[src/verilog/genset_pkg.sv]
`default_nettype none
package genset_pkg;
    localparam int CLK_HZ   = 125_000_000;
    localparam int TICK_S   = 1;
    localparam int TICK_CYC = CLK_HZ * TICK_S;

    localparam int          COOL_MAX_MIN = 30;
    localparam logic [10:0] COOL_MAX_S   = 11'(COOL_MAX_MIN * 60 / TICK_S);
    localparam int          PD_S         = 70;
    localparam logic [6:0]  PD_TICKS     = 7'(PD_S / TICK_S);

    localparam logic [7:0] OFS_CTRL   = 8'h00;
    localparam logic [7:0] OFS_COOL   = 8'h04;
    localparam logic [7:0] OFS_CRANK  = 8'h08;
    localparam logic [7:0] OFS_SPEED  = 8'h0c;
    localparam logic [7:0] OFS_OIL    = 8'h10;
    localparam logic [7:0] OFS_STATUS = 8'h14;
    localparam logic [7:0] OFS_FAULT  = 8'h18;

    localparam int CTL_W     = 4;
    localparam int C_FUEL_INV = 0;
    localparam int C_LOP_OVR = 1;
    localparam int C_HWT_OVR = 2;
    localparam int C_AIR     = 3;
    localparam int CR_ON_LSB   = 0;
    localparam int CR_REST_LSB = 8;
    localparam int CR_MAX_LSB  = 16;
    localparam int SPD_OVS_LSB = 16;

    localparam logic [CTL_W-1:0] CTL_RST       = 4'h0;
    localparam logic [10:0]      COOL_RST      = 11'h000;
    localparam logic [7:0]       CRANK_ON_RST  = 8'h0a;
    localparam logic [7:0]       CRANK_REST_RST = 8'h0a;
    localparam logic [3:0]       CRANK_MAX_RST = 4'h3;
    localparam logic [15:0]      TERM_RST      = 16'h0190;
    localparam logic [15:0]      OVS_RST       = 16'hffff;
    localparam logic [15:0]      OIL_RST       = 16'h0064;

    localparam int PIN_W  = 12;
    localparam int P_AUTO = 0;
    localparam int P_MAN  = 1;
    localparam int P_STOP = 2;
    localparam int P_OFF  = 3;
    localparam int P_REM  = 4;
    localparam int P_ESTOP = 5;
    localparam int P_HIFUEL = 6;
    localparam int P_PRUN = 7;
    localparam int P_PSTOP = 8;
    localparam int P_JUMP = 9;
    localparam int P_HWT  = 10;
    localparam int P_LCL  = 11;

    localparam int FLT_W   = 6;
    localparam int F_LOP   = 0;
    localparam int F_ESTOP = 1;
    localparam int F_HWT   = 2;
    localparam int F_OVS   = 3;
    localparam int F_LCL   = 4;
    localparam int F_OVC   = 5;

    typedef enum logic [4:0] {
        S_IDLE  = 5'h01,
        S_CRANK = 5'h02,
        S_REST  = 5'h04,
        S_RUN   = 5'h08,
        S_COOL  = 5'h10
    } seq_state_t;

    typedef struct packed {
        logic [PIN_W-1:0] s1;
        logic [PIN_W-1:0] s2;
        logic [PIN_W-1:0] prev;
        seq_state_t       st;
        logic [15:0]      tmr;
        logic [3:0]       tries;
        logic [31:0]      pre;
        logic             tick;
        logic [6:0]       pdCnt;
        logic [FLT_W-1:0] flt;
        logic             pumpOn;
        logic             stopLatch;
        logic [CTL_W-1:0] ctl;
        logic [10:0]      cool;
        logic [7:0]       crankOn;
        logic [7:0]       crankRest;
        logic [3:0]       crankMax;
        logic [15:0]      termSpd;
        logic [15:0]      overSpd;
        logic [15:0]      oilSet;
        logic             fuelOut;
        logic             starterOut;
        logic             govRaise;
        logic             airShut;
        logic             pdOk;
        logic             shutLamp;
        logic             almLamp;
        logic             ack;
        logic [31:0]      dat;
    } core_t;
endpackage
`default_nettype wire

[src/verilog/genset_start_stop_sequencer.sv]
`default_nettype none
module genset_start_stop_sequencer
    import genset_pkg::*;
#(
    parameter int TICK_CYCLES = TICK_CYC
)(
    input  wire logic        clk,
    input  wire logic        nrst,
    input  wire logic        ce,
    input  wire logic        wbCyc,
    input  wire logic        wbStb,
    input  wire logic        wbWe,
    input  wire logic [7:0]  wbAdr,
    input  wire logic [3:0]  wbSel,
    input  wire logic [31:0] wbDatIn,
    output var  logic [31:0] wbDatOut,
    output var  logic        wbAck,
    input  wire logic [15:0] engineSpeed,
    input  wire logic [15:0] oilPressure,
    input  wire logic        modeAutoPin,
    input  wire logic        modeManualPin,
    input  wire logic        modeStopPin,
    input  wire logic        modeOffPin,
    input  wire logic        remoteRun,
    input  wire logic        emergencyStopButton,
    input  wire logic        highFuelLevel,
    input  wire logic        pumpRunButton,
    input  wire logic        pumpStopButton,
    input  wire logic        powerDownJumper,
    input  wire logic        highWaterTemp,
    input  wire logic        lowCoolantLevel,
    output var  logic        fuelSolenoid,
    output var  logic        starterMotor,
    output var  logic        governorRaise,
    output var  logic        airShutoff,
    output var  logic        transferPump,
    output var  logic        pumpRunLamp,
    output var  logic        pumpStopLamp,
    output var  logic        shutdownLamp,
    output var  logic        alarmLamp,
    output var  logic [5:0]  faultReport,
    output var  logic        powerDownPermit
);
    localparam logic [31:0] TICK_LAST = 32'(TICK_CYCLES - 1);

    core_t            r;
    core_t            n;
    logic [PIN_W-1:0] pins;
    logic [3:0]       modeBits;
    logic             isAuto;
    logic             isMan;
    logic             isOff;
    logic             runReq;
    logic             kill;
    logic             runEdge;
    logic             stopEdge;
    logic             pdIdle;
    logic [FLT_W-1:0] newF;
    logic [FLT_W-1:0] ovr;
    logic [31:0]      cur;
    logic [31:0]      wd;

    function automatic logic [31:0] laneMerge(input logic [31:0] old,
                                              input logic [31:0] wr,
                                              input logic [3:0]  sel);
        logic [31:0] m;
        m = old;
        for (int i = 0; i < 4; i++)
        begin
            if (sel[i])
            begin
                m[i*8 +: 8] = wr[i*8 +: 8];
            end
        end
        return m;
    endfunction

    assign pins = {lowCoolantLevel, highWaterTemp, powerDownJumper, pumpStopButton,
                   pumpRunButton, highFuelLevel, emergencyStopButton, remoteRun,
                   modeOffPin, modeStopPin, modeManualPin, modeAutoPin};

    always_comb
    begin
        n = r;
        n.s1 = pins;
        n.s2 = r.s1;
        n.prev = r.s2;

        // Shared one-second tick
        n.tick = 1'b0;
        if (r.pre >= TICK_LAST)
        begin
            n.pre = '0;
            n.tick = 1'b1;
        end
        else
        begin
            n.pre = r.pre + 32'h1;
        end

        // Invalid selector combinations fall back to stop
        modeBits = {r.s2[P_OFF], r.s2[P_STOP], r.s2[P_MAN], r.s2[P_AUTO]};
        isAuto = (modeBits == 4'h1);
        isMan = (modeBits == 4'h2);
        isOff = (modeBits == 4'h8);
        runReq = (isAuto && r.s2[P_REM]) || isMan;

        newF = '0;
        newF[F_ESTOP] = r.s2[P_ESTOP];
        newF[F_HWT] = r.s2[P_HWT];
        newF[F_LCL] = r.s2[P_LCL];
        newF[F_OVS] = (engineSpeed > r.overSpd);
        // Oil only judged after governor raise, avoiding a trip at idle
        newF[F_LOP] = r.govRaise && (oilPressure < r.oilSet);
        ovr = '0;
        ovr[F_LOP] = r.ctl[C_LOP_OVR];
        ovr[F_HWT] = r.ctl[C_HWT_OVR];
        // New events win over the off/reset clear
        n.flt = (isOff ? '0 : r.flt) | newF;
        kill = |(n.flt & ~ovr) || isOff;

        case (r.st)
            S_IDLE:
            begin
                if (runReq && !kill)
                begin
                    n.st = S_CRANK;
                    n.tmr = {8'h00, r.crankOn};
                    n.tries = 4'h1;
                end
            end
            S_CRANK:
            begin
                if (kill || !runReq)
                begin
                    n.st = S_IDLE;
                end
                else if (engineSpeed >= r.termSpd)
                begin
                    n.st = S_RUN;
                end
                else if (r.tmr == 16'h0)
                begin
                    if (r.tries >= r.crankMax)
                    begin
                        n.st = S_IDLE;
                        n.flt[F_OVC] = 1'b1;
                    end
                    else
                    begin
                        n.st = S_REST;
                        n.tmr = {8'h00, r.crankRest};
                    end
                end
                else if (r.tick)
                begin
                    n.tmr = r.tmr - 16'h1;
                end
            end
            S_REST:
            begin
                if (kill || !runReq)
                begin
                    n.st = S_IDLE;
                end
                else if (r.tmr == 16'h0)
                begin
                    n.st = S_CRANK;
                    n.tmr = {8'h00, r.crankOn};
                    n.tries = r.tries + 4'h1;
                end
                else if (r.tick)
                begin
                    n.tmr = r.tmr - 16'h1;
                end
            end
            S_RUN:
            begin
                if (kill)
                begin
                    n.st = S_IDLE;
                end
                else if (!runReq)
                begin
                    n.st = S_COOL;
                    n.tmr = {5'h00, r.cool};
                end
            end
            S_COOL:
            begin
                if (kill)
                begin
                    n.st = S_IDLE;
                end
                else if (runReq)
                begin
                    n.st = S_RUN;
                end
                else if (r.tmr == 16'h0)
                begin
                    n.st = S_IDLE;
                end
                else if (r.tick)
                begin
                    n.tmr = r.tmr - 16'h1;
                end
            end
            default:
            begin
                n.st = S_IDLE;
            end
        endcase

        n.fuelOut = (n.st inside {S_CRANK, S_RUN, S_COOL}) ^ r.ctl[C_FUEL_INV];
        n.starterOut = (n.st == S_CRANK);
        n.govRaise = (n.st inside {S_RUN, S_COOL})
                     && (r.govRaise || oilPressure > r.oilSet);
        n.airShut = r.s2[P_ESTOP] && r.ctl[C_AIR];
        n.shutLamp = |(n.flt & ~ovr);
        n.almLamp = |(n.flt & ovr);

        runEdge = r.s2[P_PRUN] && !r.prev[P_PRUN];
        stopEdge = r.s2[P_PSTOP] && !r.prev[P_PSTOP];
        n.stopLatch = r.stopLatch ^ stopEdge;
        n.pumpOn = (r.pumpOn || runEdge) && !n.stopLatch
                   && !r.s2[P_HIFUEL];

        // Both relays are off in idle and in rest; the permit waits for idle
        pdIdle = isOff && !r.s2[P_JUMP] && (r.st == S_IDLE);
        if (!pdIdle)
        begin
            n.pdCnt = '0;
        end
        else if (r.tick && r.pdCnt != PD_TICKS)
        begin
            n.pdCnt = r.pdCnt + 7'h1;
        end
        n.pdOk = pdIdle && (n.pdCnt == PD_TICKS);

        case (wbAdr)
            OFS_CTRL:   cur = {28'h0, r.ctl};
            OFS_COOL:   cur = {21'h0, r.cool};
            OFS_CRANK:  cur = {12'h0, r.crankMax, r.crankRest, r.crankOn};
            OFS_SPEED:  cur = {r.overSpd, r.termSpd};
            OFS_OIL:    cur = {16'h0, r.oilSet};
            OFS_STATUS: cur = {19'h0, r.stopLatch, r.pumpOn, r.pdOk, r.airShut,
                               r.almLamp, r.govRaise, r.starterOut, r.fuelOut, r.st};
            OFS_FAULT:  cur = {26'h0, r.flt};
            default:    cur = 32'h0;
        endcase
        wd = laneMerge(cur, wbDatIn, wbSel);

        n.ack = wbCyc && wbStb && !r.ack;
        if (n.ack && !wbWe)
        begin
            n.dat = cur;
        end
        // Writes land on the edge at which the master samples ack
        if (r.ack && wbCyc && wbStb && wbWe)
        begin
            case (wbAdr)
                OFS_CTRL:
                begin
                    n.ctl = wd[CTL_W-1:0];
                end
                OFS_COOL:
                begin
                    // Out-of-range writes saturate at the longest cooldown
                    if (|wd[31:11] || wd[10:0] > COOL_MAX_S)
                    begin
                        n.cool = COOL_MAX_S;
                    end
                    else
                    begin
                        n.cool = wd[10:0];
                    end
                end
                OFS_CRANK:
                begin
                    n.crankOn = wd[CR_ON_LSB +: 8];
                    n.crankRest = wd[CR_REST_LSB +: 8];
                    n.crankMax = wd[CR_MAX_LSB +: 4];
                end
                OFS_SPEED:
                begin
                    n.termSpd = wd[15:0];
                    n.overSpd = wd[SPD_OVS_LSB +: 16];
                end
                OFS_OIL:
                begin
                    n.oilSet = wd[15:0];
                end
                default:
                begin
                end
            endcase
        end
    end

    always_ff @(posedge clk or negedge nrst)
    begin
        if (!nrst)
        begin
            r <= '0;
            r.st <= S_IDLE;
            r.ctl <= CTL_RST;
            r.cool <= COOL_RST;
            r.crankOn <= CRANK_ON_RST;
            r.crankRest <= CRANK_REST_RST;
            r.crankMax <= CRANK_MAX_RST;
            r.termSpd <= TERM_RST;
            r.overSpd <= OVS_RST;
            r.oilSet <= OIL_RST;
        end
        else if (ce)
        begin
            r <= n;
        end
    end

    assign wbDatOut = r.dat;
    assign wbAck = r.ack;
    assign fuelSolenoid = r.fuelOut;
    assign starterMotor = r.starterOut;
    assign governorRaise = r.govRaise;
    assign airShutoff = r.airShut;
    assign transferPump = r.pumpOn;
    assign pumpRunLamp = r.pumpOn;
    assign pumpStopLamp = r.stopLatch;
    assign shutdownLamp = r.shutLamp;
    assign alarmLamp = r.almLamp;
    assign faultReport = r.flt;
    assign powerDownPermit = r.pdOk;
endmodule
`default_nettype wire

[config.mk]
export PLATFORM = sky130hd
export DESIGN_NAME = genset_start_stop_sequencer
export DESIGN_NICKNAME = d
export VERILOG_FILES = /design/src/verilog/genset_pkg.sv /design/src/verilog/genset_start_stop_sequencer.sv
export SDC_FILE = /design/constraint.sdc
export NUM_CORES = 1
export LEC_CHECK = 0
export ABC_AREA = 1
export BUFFER_PORTS_ARGS = -buffer_cell sky130_fd_sc_hd__buf_2
export CELL_PAD_IN_SITES_DETAIL_PLACEMENT = 1
export CELL_PAD_IN_SITES_GLOBAL_PLACEMENT = 2
export CORE_ASPECT_RATIO = 1.5
export CORE_MARGIN = 3
export CORE_UTILIZATION = 37
export CTS_CLUSTER_SIZE = 16
export DETAILED_ROUTE_END_ITERATION = 8
export PLACE_DENSITY = 0.94
export SYNTH_ARGS = -nofsm -noshare
export SYNTH_HDL_FRONTEND = slang
export SYNTH_SLANG_ARGS = --single-unit
[constraint.sdc]
create_clock -name clk -period 4.05 [get_ports clk]
set_input_delay 0.2025 -clock clk [delete_from_list [all_inputs] [get_ports clk]]
set_output_delay 0.2025 -clock clk [all_outputs]
set_load 0.02 [all_outputs]
==> results by group <==
Global routing
  – Antenna violations before repair: 0
  – Vias in the first global route: around 13,000
  – Grt ovf: 0
  – First-pass GRT wire length: between 70 and 80 mm
  – Grt met2 use: a little over two fifths
  – GR Util All Layers: between 20% and 30%
  – Largest net degree at the start of global routing: 97
  – Busiest layer in global routing: met2
  – GR Util met1: between 20% and 30%
  – Met3 usage: around 3.3%

Synth
  – Flop and latch count out of synthesis: about 220
  – Synth Net Count: approximately 1,800
  – Post-synthesis sequential area ratio: approximately 43%
  – Main flop type after synthesis: dfrtp_1
  – Mapped Cells: about 1,700
  – Avg Cell Area, Syn: 7.62 µm²
  – Post-synth EDFFs: 0
  – Synth warnings: 0
  – Netlist cell types: 56
  – Post-Syn Area: 12,900 µm²
  – Async set or reset register ratio after synthesis: between 90% and 100%

Setup path
  – Crit path top cell by count: nand2_1
  – Cell-by-cell trace of the critical path: inv_1 > ha_1 > nand4_1 > nor3_1 > nand3_1 > nand2_1 > nand2_1 > nor2_4 > nand4_4 > a21oi_1 > nand2_1 > o21ai_0 > a21oi_1
  – Worst path max stage delay: ~0.53 ns
  – CP endpoint kind: flop
  – Critical-path cell with the highest stage delay: dfstp_2
  – CP Class: reg2reg
  – CP Max Fanout: 11
  – Crit path buffers/inverters: 1
  – CP Launch Type: flop
  – Crit path required time: ~4.5 ns
  – Delay-heaviest family, CP: simple AND/OR/NAND/NOR gates
  – Worst Path Arrival: about 3.5 ns

CTS
  – Clock transition at path regs: 0.06 ns
  – Post_cts resized: 0
  – Root Buffer: clkbuf_16
  – Clock sinks: around 220
  – Total CTS buffers: 24
  – Maximum root-to-sink buffer count: 3
  – TritonCTS clock tree: yes
  – CTS H-Tree Depth: 1
  – Worst-Skew Late Latency: ~0.54 ns

STA
  – Endpoints failing hold: 0
  – Slew Viols, Final: 0
  – Peak Freq: approximately 320 MHz
  – Clock skew: roughly 0.024 ns
  – Final min period: between 3 and 4 ns
  – Final period utilization: between 70% and 80%
  – Slew Limit Headroom: between 20% and 30%
  – # setup viols final: 0
  – RSZ-0062 raised after global routing: false
  – Setup TNS: 0 ns
  – Actual slew at the worst max-slew pin: 1.08 ns

Detailed routing
  – Vias: roughly 12,000
  – Final wirelength: 43.8 mm
  – Vias per cell: 5.27
  – ANT nets after route: 0
  – Drt first pass iters: 5
  – Iter 0 DRT Violations: 680
  – Drt drc: 0
  – Wire per inst: approximately 19 µm

Die
  – Starting Density: a little under two fifths
  – Die X: 159 µm
  – # rows: between 80 and 90
  – Die ar.: about 37,000 µm²
  – IO Pins: around 140
  – Die H: around 240 µm
  – Core footprint: roughly 34,000 µm²

Cells and area
  – Synthesis-to-layout area growth: 14.3%
  – Final std cell area, no fill: 14,800 µm²
  – Area of the multi-input gates: ~6000 µm²
  – Most common cell after layout, fill and taps aside: nand2_1
  – Layout cell share with drive strength beyond 1: 14.1%
  – Most frequent cells in the layout: 420 x nand2_1, 224 x inv_1, 193 x dfrtp_1
  – Nets: between 1,500 and 2,000
  – FF/Latch Area: between 5000 and 6000 µm²
  – Ant diodes: 0
  – Filler cells: 4,326

Run status
  – Status: complete, no violations

Power
  – Clock Power Share: around 40%
  – Peak VDD IR: ~0.36 mV
  – Power per Cell Area: 368 nW/µm²
  – Seq pwr share: between 40% and 50%
  – P_int: 3840 µW
  – Pleak: 0.00691 µW
  – Switching share of power: approximately 30%
  – Net load switching power: roughly 1600 µW
  – Combinational share of power: about 16%

Placed design
  – DP Area: around 14,000 µm²
  – IO Port Bufs: ~140
  – DP Wirelength: about 34 mm
  – GP Congestion: ~0.9

Run
  – Max_cap viols: 0

Min path
  – Hold Crit Class: in2reg
## Yosys cell counts, drive strengths merged, types with 5 or more instances
cell | number | area, µm²
nand2 | 423 | 1590
o22ai | 24 | 150
nand4 | 34 | 228
a211oi | 9 | 72.6
o21ai | 199 | 996
clkbuf | 34 | 128
nand3 | 60 | 323
xor2 | 14 | 123
xnor2 | 10 | 87.6
nor2 | 157 | 607
nor3 | 38 | 210
or2 | 8 | 50.1
o211ai | 5 | 37.5
inv | 230 | 863
buf | 54 | 379
nor4 | 9 | 98.8
a21oi | 63 | 315
ha | 57 | 713
dfrtp | 193 | 4830
dfstp | 29 | 762
o221ai | 7 | 61.3
a31oi | 5 | 31.3
## routing by layer
| metal | vias up | part of all wire (%) |
|---|---|---|
| met5 | - | 0 |
| met4 | 0 | 4.7 |
| met3 | 108 | 4.4 |
| met2 | 307 | 52 |
| met1 | 5971 | 39 |
| li1 | 5724 | - |
## path summary, 6_finish.rpt
check,depth (start not counted),startpoint,endpoint,slack [ns]
setup / recovery,13,r[67],r[189],0.95
hold / removal,3,wbStb,wbAck,0.005
setup reg to reg,13,r[67],r[189],0.95
hold reg to reg,2,n[212],n[212],0.47
max in group asynchronous,3,nrst,r[152],2.72
min in group asynchronous,2,nrst,wbDatOut[28],0.30
## flip-flops by register name (all words and copies together), names as in the netlist
name             flops
ovr                  2
shutdownLamp         1
modeBits             4
airShutoff           1
fuelSolenoid         1
powerDownPermit      1
alarmLamp            1
governorRaise        1
pumpStopLamp         1
pumpRunLamp          1
wbDatOut            32
starterMotor         1
r                  148
wbAck                1
faultReport          6
n                   20
## layout make-up
class | count | area share, %
Clock buffer | 37 | 4.67
Clock inverter | 7 | 0.406
Inverter | 231 | 5.87
Multi-Input combinational cell | 1157 | 40.4
Sequential cell | 222 | 37.8
Tap cell | 467 | 3.95
Timing Repair Buffer | 175 | 6.92
## per-stage QoR
step	util (%)	power [µW]	setup WS [ns]	hold slack, ns	std cells
5_1_grt	43.1	5720	0.657	0.0181	2296
4_1_cts	43.1	5500	0.958	0.00103	2296
3_3_place_gp	40.4	3290	0.792	0.302	2235
3_5_place_dp	40.4	3310	0.762	0.303	2235
2_1_floorplan	-	2980	1.58	-0.0931	1698
6_report	43.1	5440	0.949	0.00520	2296
## tightest hold or removal path: stages
cell and delay [ns]:
buf_2 0.09, nand4_1 0.10, o21ai_0 0.11
## timing repair
action | in CTS | in global routing
setup buffers | 0 | 0
endpoints found under the setup margin | 0 | 0
hold buffers | 17 | 0
hold endpoints to repair | 85 | 0
## power groups by stage
stage / clock network (µW) / registers, µW / logic, µW
finish: 2170 / 2430 / 846
global route: 2310 / 2450 / 963
CTS: 2210 / 2430 / 858
detailed placement: 0 / 2470 / 839
global placement: 0 / 2470 / 822
floorplan: 0 / 2450 / 535
## cell families (layout without fill, tap and decap cells)
kind of cell               after synthesis  count (layout)  synth area share [%]
adders and majority gates               57              57                  5.51
buffers and inverters                  319             450                  10.6
xor gates and xnor gates                24              24                  1.62
DFF                                    222             222                  43.2
AOI/OAI and AO/OA                      339             339                  14.5
and+or+nand+nor                        737             737                  24.5
Power figures use the tool's default switching activity.
